**config.mk**
```make
export PLATFORM = sky130hd
export DESIGN_NAME = pis_i2c_slave
export DESIGN_NICKNAME = d
export VERILOG_FILES = /design/src/pis_pkg.sv /design/src/pis_line_filter.sv /design/src/pis_cond_detect.sv /design/src/pis_i2c_slave.sv
export SDC_FILE = /design/constraint.sdc
export NUM_CORES = 1
export LEC_CHECK = 0
export BUFFER_PORTS_ARGS = -buffer_cell sky130_fd_sc_hd__buf_2
export CORE_MARGIN = 10
export CORE_UTILIZATION = 52
export CTS_CLUSTER_SIZE = 8
export DETAILED_ROUTE_END_ITERATION = 10
export PLACE_DENSITY_LB_ADDON = 0.1
export SYNTH_ARGS = -nofsm -noshare
export SYNTH_HDL_FRONTEND = slang
export SYNTH_SLANG_ARGS = --single-unit
```
**constraint.sdc**
```tcl
create_clock -name clock -period 2.05 [get_ports clock]
set_input_delay 0.41 -clock clock [delete_from_list [all_inputs] [get_ports clock]]
set_output_delay 0.41 -clock clock [all_outputs]
set_load 0.03 [all_outputs]
```
**src/pis_pkg.sv**
```systemverilog
// package of constants and types for the two-wire slave interface
package pis_pkg;

   // ****************************************
   // clock and filter timing
   // ****************************************
   localparam int CLK_MHZ = 40;
   // spike width suppressed in the ordinary (up to 1MHz) range, in ns
   localparam int FS_SPIKE_NS = 50;
   // spike width suppressed in the high-speed range, in ns
   localparam int HS_SPIKE_NS = 10;
   localparam int FS_RAW_CYC = (FS_SPIKE_NS * CLK_MHZ + 999) / 1000;
   localparam int HS_RAW_CYC = (HS_SPIKE_NS * CLK_MHZ + 999) / 1000;
   // never less than one cycle of filtering
   localparam logic [2:0] FS_FILT_CYC = (FS_RAW_CYC < 1) ? 3'h1 : 3'(FS_RAW_CYC);
   localparam logic [2:0] HS_FILT_CYC = (HS_RAW_CYC < 1) ? 3'h1 : 3'(HS_RAW_CYC);

   // ****************************************
   // slave addresses and codes
   // ****************************************
   localparam logic [6:0] MAIN_ADDR_0 = 7'h40;
   localparam logic [6:0] MAIN_ADDR_1 = 7'h48;
   localparam logic [6:0] MAIN_ADDR_2 = 7'h44;
   localparam logic [6:0] MAIN_ADDR_3 = 7'h4c;
   localparam logic [6:0] TEST_ADDR = 7'h49;
   localparam logic [7:0] GEN_CALL_BYTE = 8'h00;
   // high-speed master code is 0000_1xxx: top five bits fixed
   localparam logic [4:0] HS_CODE_TOP = 5'h01;

   // ****************************************
   // framing and reset values
   // ****************************************
   localparam logic [3:0] BITS_PER_BYTE = 4'h8;
   localparam logic [7:0] PTR_RESET = 8'h00;
   localparam logic LINE_IDLE = 1'b1;

   // ****************************************
   // state types
   // ****************************************
   typedef enum logic [2:0] {
      ST_IDLE,
      ST_RECV,
      ST_ACK,
      ST_SEND,
      ST_MACK,
      ST_IGNORE
   } pis_state_t;

   typedef enum logic [1:0] {
      PH_ADDR,
      PH_PTR,
      PH_WDATA
   } pis_phase_t;

endpackage : pis_pkg

```
**src/pis_line_filter.sv**
```systemverilog
// spike filter for one bus line, with a selectable length
`timescale 1ns/10ps
module pis_line_filter (
   input wire logic clock,
   input wire logic nrst,
   input wire logic line_in,
   input wire logic hs_sel,
   output logic line_out
);

   logic [2:0] cnt_reg;
   logic [2:0] cnt_next;
   logic out_reg;
   logic out_next;
   logic [2:0] limit;

   // the output follows the input only once it has differed for the full length
   always_comb begin
      limit = hs_sel ? pis_pkg::HS_FILT_CYC : pis_pkg::FS_FILT_CYC;
      out_next = out_reg;
      cnt_next = 3'h0;
      if (line_in != out_reg) begin
         cnt_next = cnt_reg + 3'h1;
         if (cnt_next >= limit) begin
            out_next = line_in;
            cnt_next = 3'h0;
         end
      end
   end

   // lines idle high, so the filter starts high
   always_ff @(posedge clock or negedge nrst) begin
      if (!nrst) begin
         cnt_reg <= 3'h0;
         out_reg <= pis_pkg::LINE_IDLE;
      end else begin
         cnt_reg <= cnt_next;
         out_reg <= out_next;
      end
   end

   assign line_out = out_reg;

endmodule : pis_line_filter

```
**src/pis_cond_detect.sv**
```systemverilog
// edge and start/stop condition detector on the filtered bus lines
`timescale 1ns/10ps
module pis_cond_detect (
   input wire logic clock,
   input wire logic nrst,
   input wire logic scl_f,
   input wire logic sda_f,
   output logic scl_rise,
   output logic scl_fall,
   output logic start_det,
   output logic stop_det
);

   logic scl_prev_reg;
   logic sda_prev_reg;
   logic scl_prev_next;
   logic sda_prev_next;

   // previous line values
   always_comb begin
      scl_prev_next = scl_f;
      sda_prev_next = sda_f;
   end

   always_ff @(posedge clock or negedge nrst) begin
      if (!nrst) begin
         scl_prev_reg <= pis_pkg::LINE_IDLE;
         sda_prev_reg <= pis_pkg::LINE_IDLE;
      end else begin
         scl_prev_reg <= scl_prev_next;
         sda_prev_reg <= sda_prev_next;
      end
   end

   // data moving while the clock stays high is a control condition
   assign scl_rise = scl_f & ~scl_prev_reg;
   assign scl_fall = ~scl_f & scl_prev_reg;
   assign start_det = scl_f & scl_prev_reg & sda_prev_reg & ~sda_f;
   assign stop_det = scl_f & scl_prev_reg & ~sda_prev_reg & sda_f;

endmodule : pis_cond_detect

```
**src/pis_i2c_slave.sv**
```systemverilog
// two-wire serial slave interface: framing, addressing, acknowledge, filters
//
// Function
// - one bit per clock, data stable high
// - data change during clock high is control
// - nine-bit packets, eight data msb first
// - lines idle high; start is data fall
// - stop is data rise; returns idle
// - repeated start behaves as plain start
// - acknowledge drives data low ninth clock
// - not-acknowledge leaves data released high
// - every register pointer value is acknowledged
// - seven-bit address then direction bit
// - otp option picks one main address
// - foreign slave addresses are not acknowledged
// - test address acknowledged only when unlocked
// - clock line never driven, input only
// - general call byte is not acknowledged
// - no response to device-id query
// - any clock rate, no minimum frequency
// - filters reset to normal range, stop too
// - high-speed filters only after master code
// - master code not acknowledged, enables fast
// - repeated start keeps the filter setting
// - stop leaves the register pointer unchanged
`timescale 1ns/10ps
module pis_i2c_slave (
   input wire logic clock,
   input wire logic nrst,
   input wire logic scl_in,
   input wire logic sda_in,
   output logic sda_out,
   output logic sda_oe,
   input wire logic [1:0] otp_addr_sel,
   input wire logic test_unlock,
   output logic hs_mode,
   output logic bus_busy,
   output logic wr_valid,
   output logic [7:0] wr_ptr,
   output logic [7:0] wr_data,
   output logic rd_strobe,
   output logic [7:0] rd_ptr,
   input wire logic [7:0] rd_data
);

   // ****************************************
   // helper functions
   // ****************************************

   // main address chosen by the factory option
   function automatic logic [6:0] main_addr(input logic [1:0] sel);
      logic [6:0] a;
      a = pis_pkg::MAIN_ADDR_0;
      if (sel == 2'h1) begin
         a = pis_pkg::MAIN_ADDR_1;
      end else if (sel == 2'h2) begin
         a = pis_pkg::MAIN_ADDR_2;
      end else if (sel == 2'h3) begin
         a = pis_pkg::MAIN_ADDR_3;
      end
      return a;
   endfunction : main_addr

   // pointer wraps over the full 8-bit space
   function automatic logic [7:0] ptr_inc(input logic [7:0] p);
      return p + 8'h01;
   endfunction : ptr_inc

   // ****************************************
   // line filters and condition detection
   // ****************************************

   logic scl_f;
   logic sda_f;
   logic scl_rise;
   logic scl_fall;
   logic start_det;
   logic stop_det;
   logic hs_reg;

   // both lines share one filter length so their relative timing holds
   pis_line_filter u_scl_filt (
      .clock(clock),
      .nrst(nrst),
      .line_in(scl_in),
      .hs_sel(hs_reg),
      .line_out(scl_f)
   );

   pis_line_filter u_sda_filt (
      .clock(clock),
      .nrst(nrst),
      .line_in(sda_in),
      .hs_sel(hs_reg),
      .line_out(sda_f)
   );

   pis_cond_detect u_cond (
      .clock(clock),
      .nrst(nrst),
      .scl_f(scl_f),
      .sda_f(sda_f),
      .scl_rise(scl_rise),
      .scl_fall(scl_fall),
      .start_det(start_det),
      .stop_det(stop_det)
   );

   // ****************************************
   // protocol state
   // ****************************************

   pis_pkg::pis_state_t state_reg;
   pis_pkg::pis_state_t state_next;
   pis_pkg::pis_phase_t phase_reg;
   pis_pkg::pis_phase_t phase_next;
   logic [7:0] shift_reg;
   logic [7:0] shift_next;
   logic [3:0] cnt_reg;
   logic [3:0] cnt_next;
   logic ack_reg;
   logic ack_next;
   logic [7:0] ptr_reg;
   logic [7:0] ptr_next;
   logic hs_next;
   logic oe_reg;
   logic oe_next;
   logic busy_reg;
   logic busy_next;
   logic wr_valid_reg;
   logic wr_valid_next;
   logic [7:0] wr_ptr_reg;
   logic [7:0] wr_ptr_next;
   logic [7:0] wr_data_reg;
   logic [7:0] wr_data_next;
   logic rd_strobe_reg;
   logic rd_strobe_next;
   logic addr_hit;
   logic hs_code;

   // address byte sits in shift_reg once eight bits are in
   always_comb begin
      addr_hit = (shift_reg[7:1] == main_addr(otp_addr_sel));
      if (test_unlock && shift_reg[7:1] == pis_pkg::TEST_ADDR) begin
         addr_hit = 1'b1;
      end
      // general call and device-id bytes never match, so they stay released
      if (shift_reg == pis_pkg::GEN_CALL_BYTE) begin
         addr_hit = 1'b0;
      end
      hs_code = (shift_reg[7:3] == pis_pkg::HS_CODE_TOP);
   end

   // next-state logic; a stop beats a start beats bit traffic
   always_comb begin
      state_next = state_reg;
      phase_next = phase_reg;
      shift_next = shift_reg;
      cnt_next = cnt_reg;
      ack_next = ack_reg;
      ptr_next = ptr_reg;
      hs_next = hs_reg;
      oe_next = oe_reg;
      busy_next = busy_reg;
      wr_valid_next = 1'b0;
      wr_ptr_next = wr_ptr_reg;
      wr_data_next = wr_data_reg;
      rd_strobe_next = 1'b0;
      if (stop_det) begin
         // pointer deliberately left alone
         state_next = pis_pkg::ST_IDLE;
         hs_next = 1'b0;
         oe_next = 1'b0;
         busy_next = 1'b0;
      end else if (start_det) begin
         // repeated start takes this same path and keeps hs_reg
         state_next = pis_pkg::ST_RECV;
         phase_next = pis_pkg::PH_ADDR;
         cnt_next = 4'h0;
         oe_next = 1'b0;
         busy_next = 1'b1;
      end else begin
         case (state_reg)
            pis_pkg::ST_RECV: begin
               if (scl_rise) begin
                  // sample while clock is high, msb first
                  shift_next = {shift_reg[6:0], sda_f};
                  cnt_next = cnt_reg + 4'h1;
               end else if (scl_fall && cnt_reg == pis_pkg::BITS_PER_BYTE) begin
                  cnt_next = 4'h0;
                  state_next = pis_pkg::ST_ACK;
                  ack_next = 1'b1;
                  if (phase_reg == pis_pkg::PH_ADDR) begin
                     ack_next = addr_hit;
                     if (hs_code) begin
                        hs_next = 1'b1;
                     end
                  end else if (phase_reg == pis_pkg::PH_WDATA) begin
                     wr_valid_next = 1'b1;
                     wr_ptr_next = ptr_reg;
                     wr_data_next = shift_reg;
                  end
                  // pointer and data bytes always acked, any value
                  oe_next = (phase_reg == pis_pkg::PH_ADDR) ? addr_hit : 1'b1;
               end
            end
            pis_pkg::ST_ACK: begin
               if (scl_fall) begin
                  oe_next = 1'b0;
                  state_next = pis_pkg::ST_RECV;
                  if (phase_reg == pis_pkg::PH_ADDR) begin
                     if (!ack_reg) begin
                        state_next = pis_pkg::ST_IGNORE;
                     end else if (shift_reg[0]) begin
                        // read: first data bit must be on the line now
                        // pointer held, so a re-read after stop finds this register
                        shift_next = rd_data;
                        rd_strobe_next = 1'b1;
                        oe_next = ~rd_data[7];
                        state_next = pis_pkg::ST_SEND;
                     end else begin
                        phase_next = pis_pkg::PH_PTR;
                     end
                  end else if (phase_reg == pis_pkg::PH_PTR) begin
                     ptr_next = shift_reg;
                     phase_next = pis_pkg::PH_WDATA;
                  end else begin
                     ptr_next = ptr_inc(ptr_reg);
                  end
               end
            end
            pis_pkg::ST_SEND: begin
               // new bit only after the falling edge keeps data stable high
               if (scl_fall) begin
                  cnt_next = cnt_reg + 4'h1;
                  if (cnt_reg == pis_pkg::BITS_PER_BYTE - 4'h1) begin
                     cnt_next = 4'h0;
                     oe_next = 1'b0;
                     state_next = pis_pkg::ST_MACK;
                  end else begin
                     shift_next = {shift_reg[6:0], 1'b0};
                     oe_next = ~shift_reg[6];
                  end
               end
            end
            pis_pkg::ST_MACK: begin
               if (scl_rise) begin
                  ack_next = ~sda_f;
                  // step on the master acknowledge so rd_data settles before the fall
                  if (!sda_f) begin
                     ptr_next = ptr_inc(ptr_reg);
                  end
               end else if (scl_fall) begin
                  if (ack_reg) begin
                     shift_next = rd_data;
                     rd_strobe_next = 1'b1;
                     oe_next = ~rd_data[7];
                     state_next = pis_pkg::ST_SEND;
                  end else begin
                     // master is finishing; wait for stop or repeated start
                     state_next = pis_pkg::ST_IGNORE;
                  end
               end
            end
            default: begin
               // idle and ignore only leave on a start or stop
               state_next = state_reg;
            end
         endcase
      end
   end

   // register the protocol state; filters start in the normal range
   always_ff @(posedge clock or negedge nrst) begin
      if (!nrst) begin
         state_reg <= pis_pkg::ST_IDLE;
         phase_reg <= pis_pkg::PH_ADDR;
         shift_reg <= 8'h00;
         cnt_reg <= 4'h0;
         ack_reg <= 1'b0;
         ptr_reg <= pis_pkg::PTR_RESET;
         hs_reg <= 1'b0;
         oe_reg <= 1'b0;
         busy_reg <= 1'b0;
         wr_valid_reg <= 1'b0;
         wr_ptr_reg <= 8'h00;
         wr_data_reg <= 8'h00;
         rd_strobe_reg <= 1'b0;
      end else begin
         state_reg <= state_next;
         phase_reg <= phase_next;
         shift_reg <= shift_next;
         cnt_reg <= cnt_next;
         ack_reg <= ack_next;
         ptr_reg <= ptr_next;
         hs_reg <= hs_next;
         oe_reg <= oe_next;
         busy_reg <= busy_next;
         wr_valid_reg <= wr_valid_next;
         wr_ptr_reg <= wr_ptr_next;
         wr_data_reg <= wr_data_next;
         rd_strobe_reg <= rd_strobe_next;
      end
   end

   // ****************************************
   // outputs
   // ****************************************

   // open drain: only ever pulls low; there is no clock output at all
   assign sda_out = 1'b0;
   assign sda_oe = oe_reg;
   assign hs_mode = hs_reg;
   assign bus_busy = busy_reg;
   assign wr_valid = wr_valid_reg;
   assign wr_ptr = wr_ptr_reg;
   assign wr_data = wr_data_reg;
   assign rd_strobe = rd_strobe_reg;
   // the register file must present rd_data for rd_ptr combinationally
   assign rd_ptr = ptr_reg;

endmodule : pis_i2c_slave

```
==> results of run 1 <==
-- cell usage in the layout, fill, tap and decap left out, types with 8 or more instances in the layout --
cell,n
nand3_1,10
mux2_4,16
o21ai_0,19
inv_1,11
nor2_1,21
buf_4,31
mux2i_1,9
dfrtp_1,53
nand2_1,22
mux2_2,9
clkbuf_8,10
a21oi_1,15
ha_1,8
nor2b_1,9
buf_2,43
-- cell families (layout without fill, tap and decap cells) --
kind of cell | after synthesis | after routing | share of synthesized area, %
buffers and inverters | 25 | 108 | 3.59
DFF | 57 | 57 | 45.7
AOI/OAI and AO/OA | 71 | 71 | 14.7
adders and majority gates | 9 | 9 | 3.59
and+or+nand+nor | 107 | 107 | 18.8
other | 1 | 3 | 0.120
xor gates and xnor gates | 6 | 6 | 1.68
muxes | 34 | 34 | 11.9
-- metrics by stage --
stage	area [um2]	utilization (%)	setup WS [ps]	power (mW)	TNS, ps
floorplan	3140	-	-170	3.23	-1690
global placement	3670	62.4	-21.2	4.03	-103
detailed placement	3670	62.4	-42.5	4.07	-407
CTS	3910	66.5	-54.5	5.12	-475
global route	3980	67.6	-74.8	5.55	-965
finish	3980	67.6	-46.2	5.17	-515
-- critical path, cell delays in order, from the launching register on --
cell and delay, ps:
dfrtp_1 380, or3b_4 400, or3_4 360, nor4b_4 320
buf_12 210, mux2_4 310
-- cell type report --
class	instances	area (um2)
clock buffer	13	149
clock inverter	3	40.0
fill	490	1910
inverter	13	48.8
multi-input combinational	230	1690
sequential	57	1430
tap	75	93.8
timing repair buffer	79	529
-- routing by layer --
metal	track usage [%]	up-vias
li1	-	1282
met4	6.04	0
met5	0	-
met3	4.27	8
met1	22.8	1287
met2	24.4	69
-- power by group --
group	internal, mW	switching, mW
sequential	1.41	0.338
clock	0.592	0.425
combinational	1.05	1.35
total	3.05	2.12
-- worst paths after layout --
kind | cells past startpoint | slack, ps | to
setup / recovery | 5 | -50 | wr_ptr[4]
hold / removal | 2 | 340 | u_scl_filt.line_out
setup reg to reg | 5 | -50 | wr_ptr[4]
hold reg to reg | 0 | 420 | u_cond.scl_prev_reg
max in group asynchronous | 3 | 1080 | u_sda_filt.line_out
min in group asynchronous | 2 | 390 | cnt_reg[2]
-- repair_timing --
| action | in CTS | in global routing |
|---|---|---|
| endpoints found under the setup margin | 16 | 21 |
| pin swaps | 0 | 1 |
| hold endpoints to repair | 1 | 0 |
| gates resized for setup | 11 | 15 |
| cloned | 0 | 0 |
| hold buffers | 1 | 0 |
| buffers inserted | 0 | 2 |
==> impl_results.md, run 1 <==
- DP HPWL: 5670 um
- Core ar.: 5890 um2
- WL met1: 3680 um
- Cell count after placement: 451
- Drt wl/cell: 16.7 um
- Cell row count: 28
- Final ANT Viol Nets: 0
- Setup ws final: -46.2 ps
- Required @ worst endpoint: 2260 ps
- Max frequency: 0.477 GHz
- Synthesized area: 3130 um2
- Layout cells sized above 1: 33.7%
- Hold wc startpoint: scl_in
- IO buf count: 43
- Initial DRC Count: 216
- CP startpoint kind: register
- Leak Pwr: 1.95 nW
- 1st-pass router iterations: 4
- Hold Worst Slack: 344 ps
- Setup crit end kind: register
- Min Tclk post-route: 2100 ps
- Critical setup path kind: reg2reg
- Final Non-Filler Cells: 470
- Clock Sinks: 57
- DIE AREA: 9530 um2
- First-pass GRT wire length: 13200 um
- Synth cell count leaders: dfrtp_1, mux2_2, nand2_1
- Initial Util: 53.2%
- Worst Hold Class: in2reg
- Post-synth EDFFs: 0
- Nets@finish: 414
- Ranking of synthesized cells by area: dfrtp_1, mux2_2, ha_1
- Worst reg2reg path startpoint: state_reg[1]
- Num CTS Buffers: 9
- Clk Latency, worst-skew pair: 330 ps
- Vias in the first global route: 2589
- Synth Instances: 310
- CP arrival: 2310 ps
- Met3 layer wire length in the routed design: 506 um
- Sequential cell area fraction in the yosys report: 45.7%
- Number of max-cap violations: 0
- Post-synth ARST share: 100%
- Synth Warn #: 0
- Cell variety after synth: 53
- IO Count: 45
- CP startpoint: state_reg[1]
- Fin. Hold Viols: 0
- Met2 routed wirelength: 3570 um
- Synth top area share: 42.3%
- Highest metal used: met4
- Clock transition at the registers of the reported paths: 60 ps
- Post-synthesis cell type with the largest combined area: dfrtp_1
- Vias post-DR: 2646
- Max-slew violations: 0
- Buffer levels on the longest clock path: 2
- Status: finished, violations left
- Setup repair after global routing missed its margin: yes
- Layout area overhead: 27.0%
- GRT Util Overall: 16.6%
- Top FF cell, synth: dfrtp_1
- Top-count cell post-synth: dfrtp_1
- CTS tree: built
- Remaining Overflow, GRT: 0
- Final WL: 7840 um
- Worst VDD drop: 662 uV
- Setup-failing EPs final: 16
- Post-route DRC: 0
- Largest net degree at the start of global routing: 29
- Post-synthesis register bit count: 57
- Initial antenna violation count: 0
- Routed vias/inst: 5.63
- Syn Area/Cell: 10.1 um2
- H-tree depth: 3
- Root Driver: clkbuf_8
- N_diodes: 0
- Period Utilization, post-route: 102%
- Post-Route Skew: 7.92 ps
- PwrDens: 1300 nW/um2
- Max FO, Critical Path: 12
- Die Span X: 97.6 um
- RePlAce Congestion: 0.885
- Die height: 97.6 um
- Failing checks: setup timing
Note: power is estimated with default switching activity, not from simulation.
==> run 2, diff against run 1 <==
ABC_AREA = 1   (was unset)
==> run 2 against run 1 <==
Net effect: design area is 5.2% lower; first-iteration DRC count is 12% lower; critical endpoint is now shift_reg[1]; the flow now finishes without violations; clock-buffer cell count is 2 lower; setup slack better by 260 ps.
==> impl_results.md, run 2 <==
- Syn Area/Cell: 7.61 um2 (was 10.1 um2)
- Setup_tns: 0 ps (was -515 ps)
- Fin. Hold Viols: 0 (unchanged)
- Synth Instances: 415 (was 310)
- Fin util: 63.7% (was 67.6%)
- Setup ws final: 217 ps (was -46.2 ps)
- Actual slew at the worst max-slew pin: 501 ps
- Setup-failing EPs final: 0 (was 16)
- Post-synthesis cell type with the largest combined area: dfrtp_1 (unchanged)
- Critical setup path kind: reg2reg (unchanged)
- Post-synthesis register bit count: 57 (unchanged)
- Layout cells sized above 1: 18.2% (was 33.7%)
- IO Count: 45 (unchanged)
- Initial DRC Count: 190 (was 216)
- Hold Worst Slack: 35.6 ps (was 344 ps)
- Max-slew violations: 0 (unchanged)
- Status: finished clean (was finished, violations left)
- Finished Cell Area: 3770 um2 (was 3980 um2)
- IO buf count: 43 (unchanged)
- CP peak stage delay: 420 ps (was 400 ps)
- Top-count cell post-synth: nand2_1 (was dfrtp_1)
- H-tree depth: 3 (unchanged)
- Root Driver: clkbuf_8 (unchanged)
- Required @ worst endpoint: 2270 ps (was 2260 ps)
- Placement Cell Area: 3510 um2 (was 3670 um2)
- Setup repair after global routing missed its margin: yes (unchanged)
- Num CTS Buffers: 9 (unchanged)
- Post-Route Skew: 6.95 ps (was 7.92 ps)
- Post-synth EDFFs: 0 (unchanged)
- Nets@finish: 498 (was 414)
- Crit path max-delay cell type: dfrtp_1 (was or3b_4)
- Clk Latency, worst-skew pair: 330 ps (about the same)
- Post-route DRC: 0 (unchanged)
- CP arrival: 2050 ps (was 2310 ps)
- Number of max-cap violations: 0 (unchanged)
- DIE AREA: 9590 um2 (was 9530 um2)
- PwrDens: 1470 nW/um2 (was 1300 nW/um2)
- Worst Hold Class: in2async (was in2reg)
- Die Span X: 97.9 um (was 97.6 um)
- Commonest non-fill, non-tap cells in the layout: nand2_1, o21ai_0, dfrtp_1 (was dfrtp_1, buf_2, buf_4)
- Clock transition at the registers of the reported paths: 70 ps (was 60 ps)
- Core ar.: 5920 um2 (was 5890 um2)
- First-pass GRT wire length: 13400 um (was 13200 um)
- Leak Pwr: 1.96 nW (was 1.95 nW)
- Vias post-DR: 2967 (was 2646)
- Synth top area share: 42.0% (was 42.3%)
- Crit path top cell by count: nand2_1
- Max FO, Critical Path: 8 (was 12)
- Setup Fix Bufs, Post-CTS: 0 (unchanged)
- Synth cell count leaders: nand2_1, o21ai_0, dfrtp_1 (was dfrtp_1, mux2_2, nand2_1)
- Min Tclk post-route: 1830 ps (was 2100 ps)
- Die height: 97.9 um (was 97.6 um)
- Largest net degree at the start of global routing: 38 (was 29)
- CTS tree: built (unchanged)
- Worst VDD drop: 904 uV (was 662 uV)
- Cell row count: 28 (unchanged)
- Sequential cell area fraction in the yosys report: 45.3% (was 45.7%)
- Drt wl/cell: 14.2 um (was 16.7 um)
- Critical-path cell list: nand2_1 > nor2_1 > inv_1 > a21oi_1 > nor2_1 > nand2_1 > inv_2 > nand3_1 > nand2_1 (was or3b_4 > or3_4 > nor4b_4 > buf_12 > mux2_4)
- Max frequency: 0.546 GHz (was 0.477 GHz)
- Top FF cell, synth: dfrtp_1 (unchanged)
- Final ANT Viol Nets: 0 (unchanged)
- Layout filler cell count: 534 (was 490)
- GRT Util Overall: 16.4% (was 16.6%)
- CP startpoint kind: register (unchanged)
- Vias in the first global route: 2767 (was 2589)
- DP Worst Slack: 157 ps (was -42.5 ps)
- # hold bufs at CTS: 0 (was 1)
- Buffer levels on the longest clock path: 2 (unchanged)
- Cell variety after synth: 36 (was 53)
- Ranking of synthesized cells by area: dfrtp_1, nand2_1, o21ai_0 (was dfrtp_1, mux2_2, ha_1)
- Initial Util: 53.3% (was 53.2%)
- Synth Warn #: 0 (unchanged)
- Synthesized area: 3160 um2 (was 3130 um2)
- Worst rel slew slack: 66.6%
- 1st-pass router iterations: 5 (was 4)
- N_diodes: 0 (unchanged)
- Post-synth ARST share: 100% (unchanged)
- RePlAce Congestion: 0.980 (was 0.885)
- Most common cell after layout, fill and taps aside: nand2_1 (was dfrtp_1)
- Remaining Overflow, GRT: 0 (unchanged)
- Clock Sinks: 57 (unchanged)
- Routed vias/inst: 5.36 (was 5.63)
- Initial antenna violation count: 0 (unchanged)
- DP HPWL: 5820 um (was 5670 um)
- Period Utilization, post-route: 89.4% (was 102%)
- Layout area overhead: 19.4% (was 27.0%)
- Post-CTS resize count: 0 (was 11)
- Setup crit end kind: register (unchanged)
- Final WL: 7890 um (was 7840 um)
[run 2: worst paths after layout]
path	slack [ps]	to	depth (start not counted)	from
setup / recovery	220	shift_reg[1]	9	state_reg[1]
hold reg to reg	420	u_cond.scl_prev_reg	0	u_scl_filt.line_out
min in group clock	330	u_sda_filt.line_out	3	sda_in
max in group asynchronous	1390	u_scl_filt.line_out	2	nrst
setup reg to reg	220	shift_reg[1]	9	state_reg[1]
hold / removal	40	u_sda_filt.cnt_reg[2]	1	nrst
[run 2: per-stage QoR]
stage	instances	total power, mW
6_report	554	5.54
5_1_grt	554	5.97
4_1_cts	554	5.48
3_5_place_dp	538	4.15
3_3_place_gp	538	4.13
2_1_floorplan	417	3.47
[run 2: cell type report]
type | instances | area (um2) | area share (%)
clock buffers | 11 | 141 | 3.75
clock inverters | 5 | 103 | 2.72
inverters | 47 | 176 | 4.68
multi-input cells | 306 | 1520 | 40.4
flip-flops and latches | 57 | 1430 | 38.0
well taps | 75 | 93.8 | 2.49
repair buffers | 53 | 303 | 8.03
[run 2: power breakdown]
group          internal (mW)  switching, mW  total, mW
combinational          0.783           1.72       2.50
sequential              1.42          0.312       1.73
clock                  0.839          0.464       1.30
total                   3.04           2.50       5.54
[run 2: cell families (layout without fill, tap and decap cells)]
family	Yosys count	after routing	synth area share, %
DFF	57	57	45.3
buffers and inverters	54	116	7.13
other	1	3	0.119
xor gates and xnor gates	5	5	1.39
adders and majority gates	9	9	3.57
AOI/OAI and AO/OA	88	88	14.7
and+or+nand+nor	201	201	27.7
[run 2: worst max-delay path, delay by kind of cell (launching register included)]
family                 cells  cell delay (ps)
and+or+nand+nor            6              860
buffers and inverters      2              290
AOI/OAI and AO/OA          1              160
DFF                        1              420
[run 2: per-layer routing]
layer	wire length [um]	up-vias	part of all wire, %	global-route usage, %
li1	-	1487	-	-
met2	3440	118	44	24.5
met4	187	0	2.4	6.26
met5	0	-	0	0
met1	3680	1343	47	21.5
met3	587	19	7.4	5.21
==> run 3, diff against run 2 <==
CORE_UTILIZATION = 51   (was 52)
==> run 3 against run 2 <==
Net effect: utilization shrank 1.8 points; first-iteration DRC count rose by 5.8%; sequential share of layout area increased by 0.86 points; clock skew hardly changed; combinational power down 2%; sequential cell count stayed put; clock-buffer cell count is 1 lower.
==> impl_results.md, run 3 (same netlist as run 2, synthesis figures left out) <==
- Post-CTS resize count: 0 (unchanged)
- Critical-path cell list: inv_1 > nor2_2 > inv_1 > nand2_1 > o21ai_0 > nor2_1 > nand2_1 > o21ai_0 > nand2_1 (was nand2_1 > nor2_1 > inv_1 > a21oi_1 > nor2_1 > nand2_1 > inv_2 > nand3_1 > nand2_1)
- Number of max-cap violations: 0 (unchanged)
- Sequential cell area: 1430 um2 (unchanged)
- Actual slew at the worst max-slew pin: 569 ps (was 501 ps)
- GRT Util Overall: 16.5% (was 16.4%)
- Initial antenna violation count: 0 (unchanged)
- Worst rel slew slack: 62.0% (was 66.6%)
- PwrDens: 1380 nW/um2 (was 1470 nW/um2)
- Layout area overhead: 16.8% (was 19.4%)
- Clk Latency, worst-skew pair: 350 ps (was 330 ps)
- Final ANT Viol Nets: 0 (unchanged)
- Status: finished clean (unchanged)
- Placement Cell Area: 3520 um2 (was 3510 um2)
- Worst Hold Class: in2async (unchanged)
- Buffer levels on the longest clock path: 2 (unchanged)
- Crit path max-delay cell type: dfstp_2 (was dfrtp_1)
- DP Worst Slack: 82.6 ps (was 157 ps)
- CTS tree: built (unchanged)
- Crit path top cell by count: nand2_1 (unchanged)
- Commonest non-fill, non-tap cells in the layout: nand2_1, o21ai_0, dfrtp_1 (unchanged)
- Root Driver: clkbuf_8 (unchanged)
- CP startpoint kind: register (unchanged)
- DP HPWL: 5840 um (was 5820 um)
- Final WL: 7820 um (was 7890 um)
- DIE AREA: 9740 um2 (was 9590 um2)
- Clock Sinks: 57 (unchanged)
- Remaining Overflow, GRT: 0 (unchanged)
- Layout cells sized above 1: 17.7% (was 18.2%)
- Setup ws final: 173 ps (was 217 ps)
- Required @ worst endpoint: 2280 ps (was 2270 ps)
- Setup crit end kind: register (unchanged)
- Final Non-Filler Cells: 555 (was 554)
- Core ar.: 5960 um2 (was 5920 um2)
- N_diodes: 0 (unchanged)
- CP peak stage delay: 600 ps (was 420 ps)
- Nets@finish: 499 (was 498)
- Routed vias/inst: 5.33 (was 5.36)
- Max FO, Critical Path: 8 (unchanged)
- Die Span X: 98.7 um (was 97.9 um)
- Most common cell after layout, fill and taps aside: nand2_1 (unchanged)
- Clock transition at the registers of the reported paths: 70 ps (about the same)
- Max frequency: 0.533 GHz (was 0.546 GHz)
- Largest net degree at the start of global routing: 35 (was 38)
- Post-Route Skew: 6.46 ps (was 6.95 ps)
- First-pass GRT wire length: 13400 um (about the same)
- Setup Fix Bufs, Post-CTS: 0 (unchanged)
- Vias post-DR: 2958 (was 2967)
- Vias in the first global route: 2757 (was 2767)
- Power Total: 5.09 mW (was 5.54 mW)
- Num CTS Buffers: 9 (unchanged)
- CP bufs+invs: 2 (unchanged)
- Post-route DRC: 0 (unchanged)
- Hold Worst Slack: 57.1 ps (was 35.6 ps)
- Cell family with most CP delay: simple AND/OR/NAND/NOR gates (unchanged)
- Layout filler cell count: 551 (was 534)
- Initial DRC Count: 201 (was 190)
- Worst VDD drop: 831 uV (was 904 uV)
- Period Utilization, post-route: 91.6% (was 89.4%)
- Setup-failing EPs final: 0 (unchanged)
- H-tree depth: 3 (unchanged)
- CP arrival: 2110 ps (was 2050 ps)
- Setup_tns: 0 ps (unchanged)
- Max-slew violations: 0 (unchanged)
- Setup repair after global routing missed its margin: no (was yes)
- Min Tclk post-route: 1880 ps (was 1830 ps)
- Multi-input combinational cell area: 1510 um2 (was 1520 um2)
- Leak Pwr: 1.92 nW (was 1.96 nW)
- Drt wl/cell: 14.1 um (was 14.2 um)
- Finished Cell Area: 3690 um2 (was 3770 um2)
- Initial Util: 53.0% (was 53.3%)
- RePlAce Congestion: 0.947 (was 0.980)
- Fin util: 61.9% (was 63.7%)
- Fin. Hold Viols: 0 (unchanged)
- Cell row count: 28 (unchanged)
- IO buf count: 43 (unchanged)
- Die height: 98.7 um (was 97.9 um)
- Cell count after placement: 539 (was 538)
- # hold bufs at CTS: 0 (unchanged)
- 1st-pass router iterations: 4 (was 5)
- Critical setup path kind: reg2reg (unchanged)
- IO Count: 45 (unchanged)
-- run 3: cell count changes in the layout (fill, tap and decap cells not counted), moves of 2 or more --
cell,change
nand2_1,+2
clkinv_2,+3
nand2_2,-2
bufinv_16,-3
-- run 3: final cells by class --
cell class | instances | share of cell area [%]
multi-input cells | 306 | 41.0
flip-flops and latches | 57 | 38.8
repair buffers | 54 | 8.42
inverters | 47 | 4.78
clock buffers | 10 | 3.46
well taps | 75 | 2.54
clock inverters | 6 | 0.950
-- run 3: power by group --
group / switching, mW / internal [mW] / total (mW)
Sequential: 0.308 / 1.42 / 1.73
Clock: 0.473 / 0.429 / 0.901
Combinational: 1.67 / 0.786 / 2.46
-- run 3: metal layers --
metal | global-route usage [%] | up-vias | part of all wire [%]
met5 | 0 | - | 0
met4 | 6.84 | 0 | 1.7
met3 | 5.66 | 17 | 7.4
met2 | 23.1 | 105 | 43
met1 | 22.6 | 1351 | 48
li1 | - | 1485 | -
-- run 3: worst reg2reg max path, cell delays in order (launching register included) --
cell and delay [ps]:
dfstp_2 600, inv_1 100, nor2_2 180, inv_1 110, nand2_1 90, o21ai_0 80, nor2_1 100, nand2_1 190
o21ai_0 250, nand2_1 70
-- run 3: worst paths after layout --
| kind | end | start | slack, ps | cells past startpoint |
|---|---|---|---|---|
| min reg2reg | u_cond.scl_prev_reg | u_scl_filt.line_out | 420 | 0 |
| min | hs_mode | nrst | 60 | 1 |
| max reg2reg | shift_reg[4] | u_scl_filt.line_out | 170 | 9 |
| min in group clock | u_sda_filt.line_out | sda_in | 310 | 3 |
| max in group asynchronous | wr_data[6] | nrst | 1410 | 2 |
| max | shift_reg[4] | u_scl_filt.line_out | 170 | 9 |
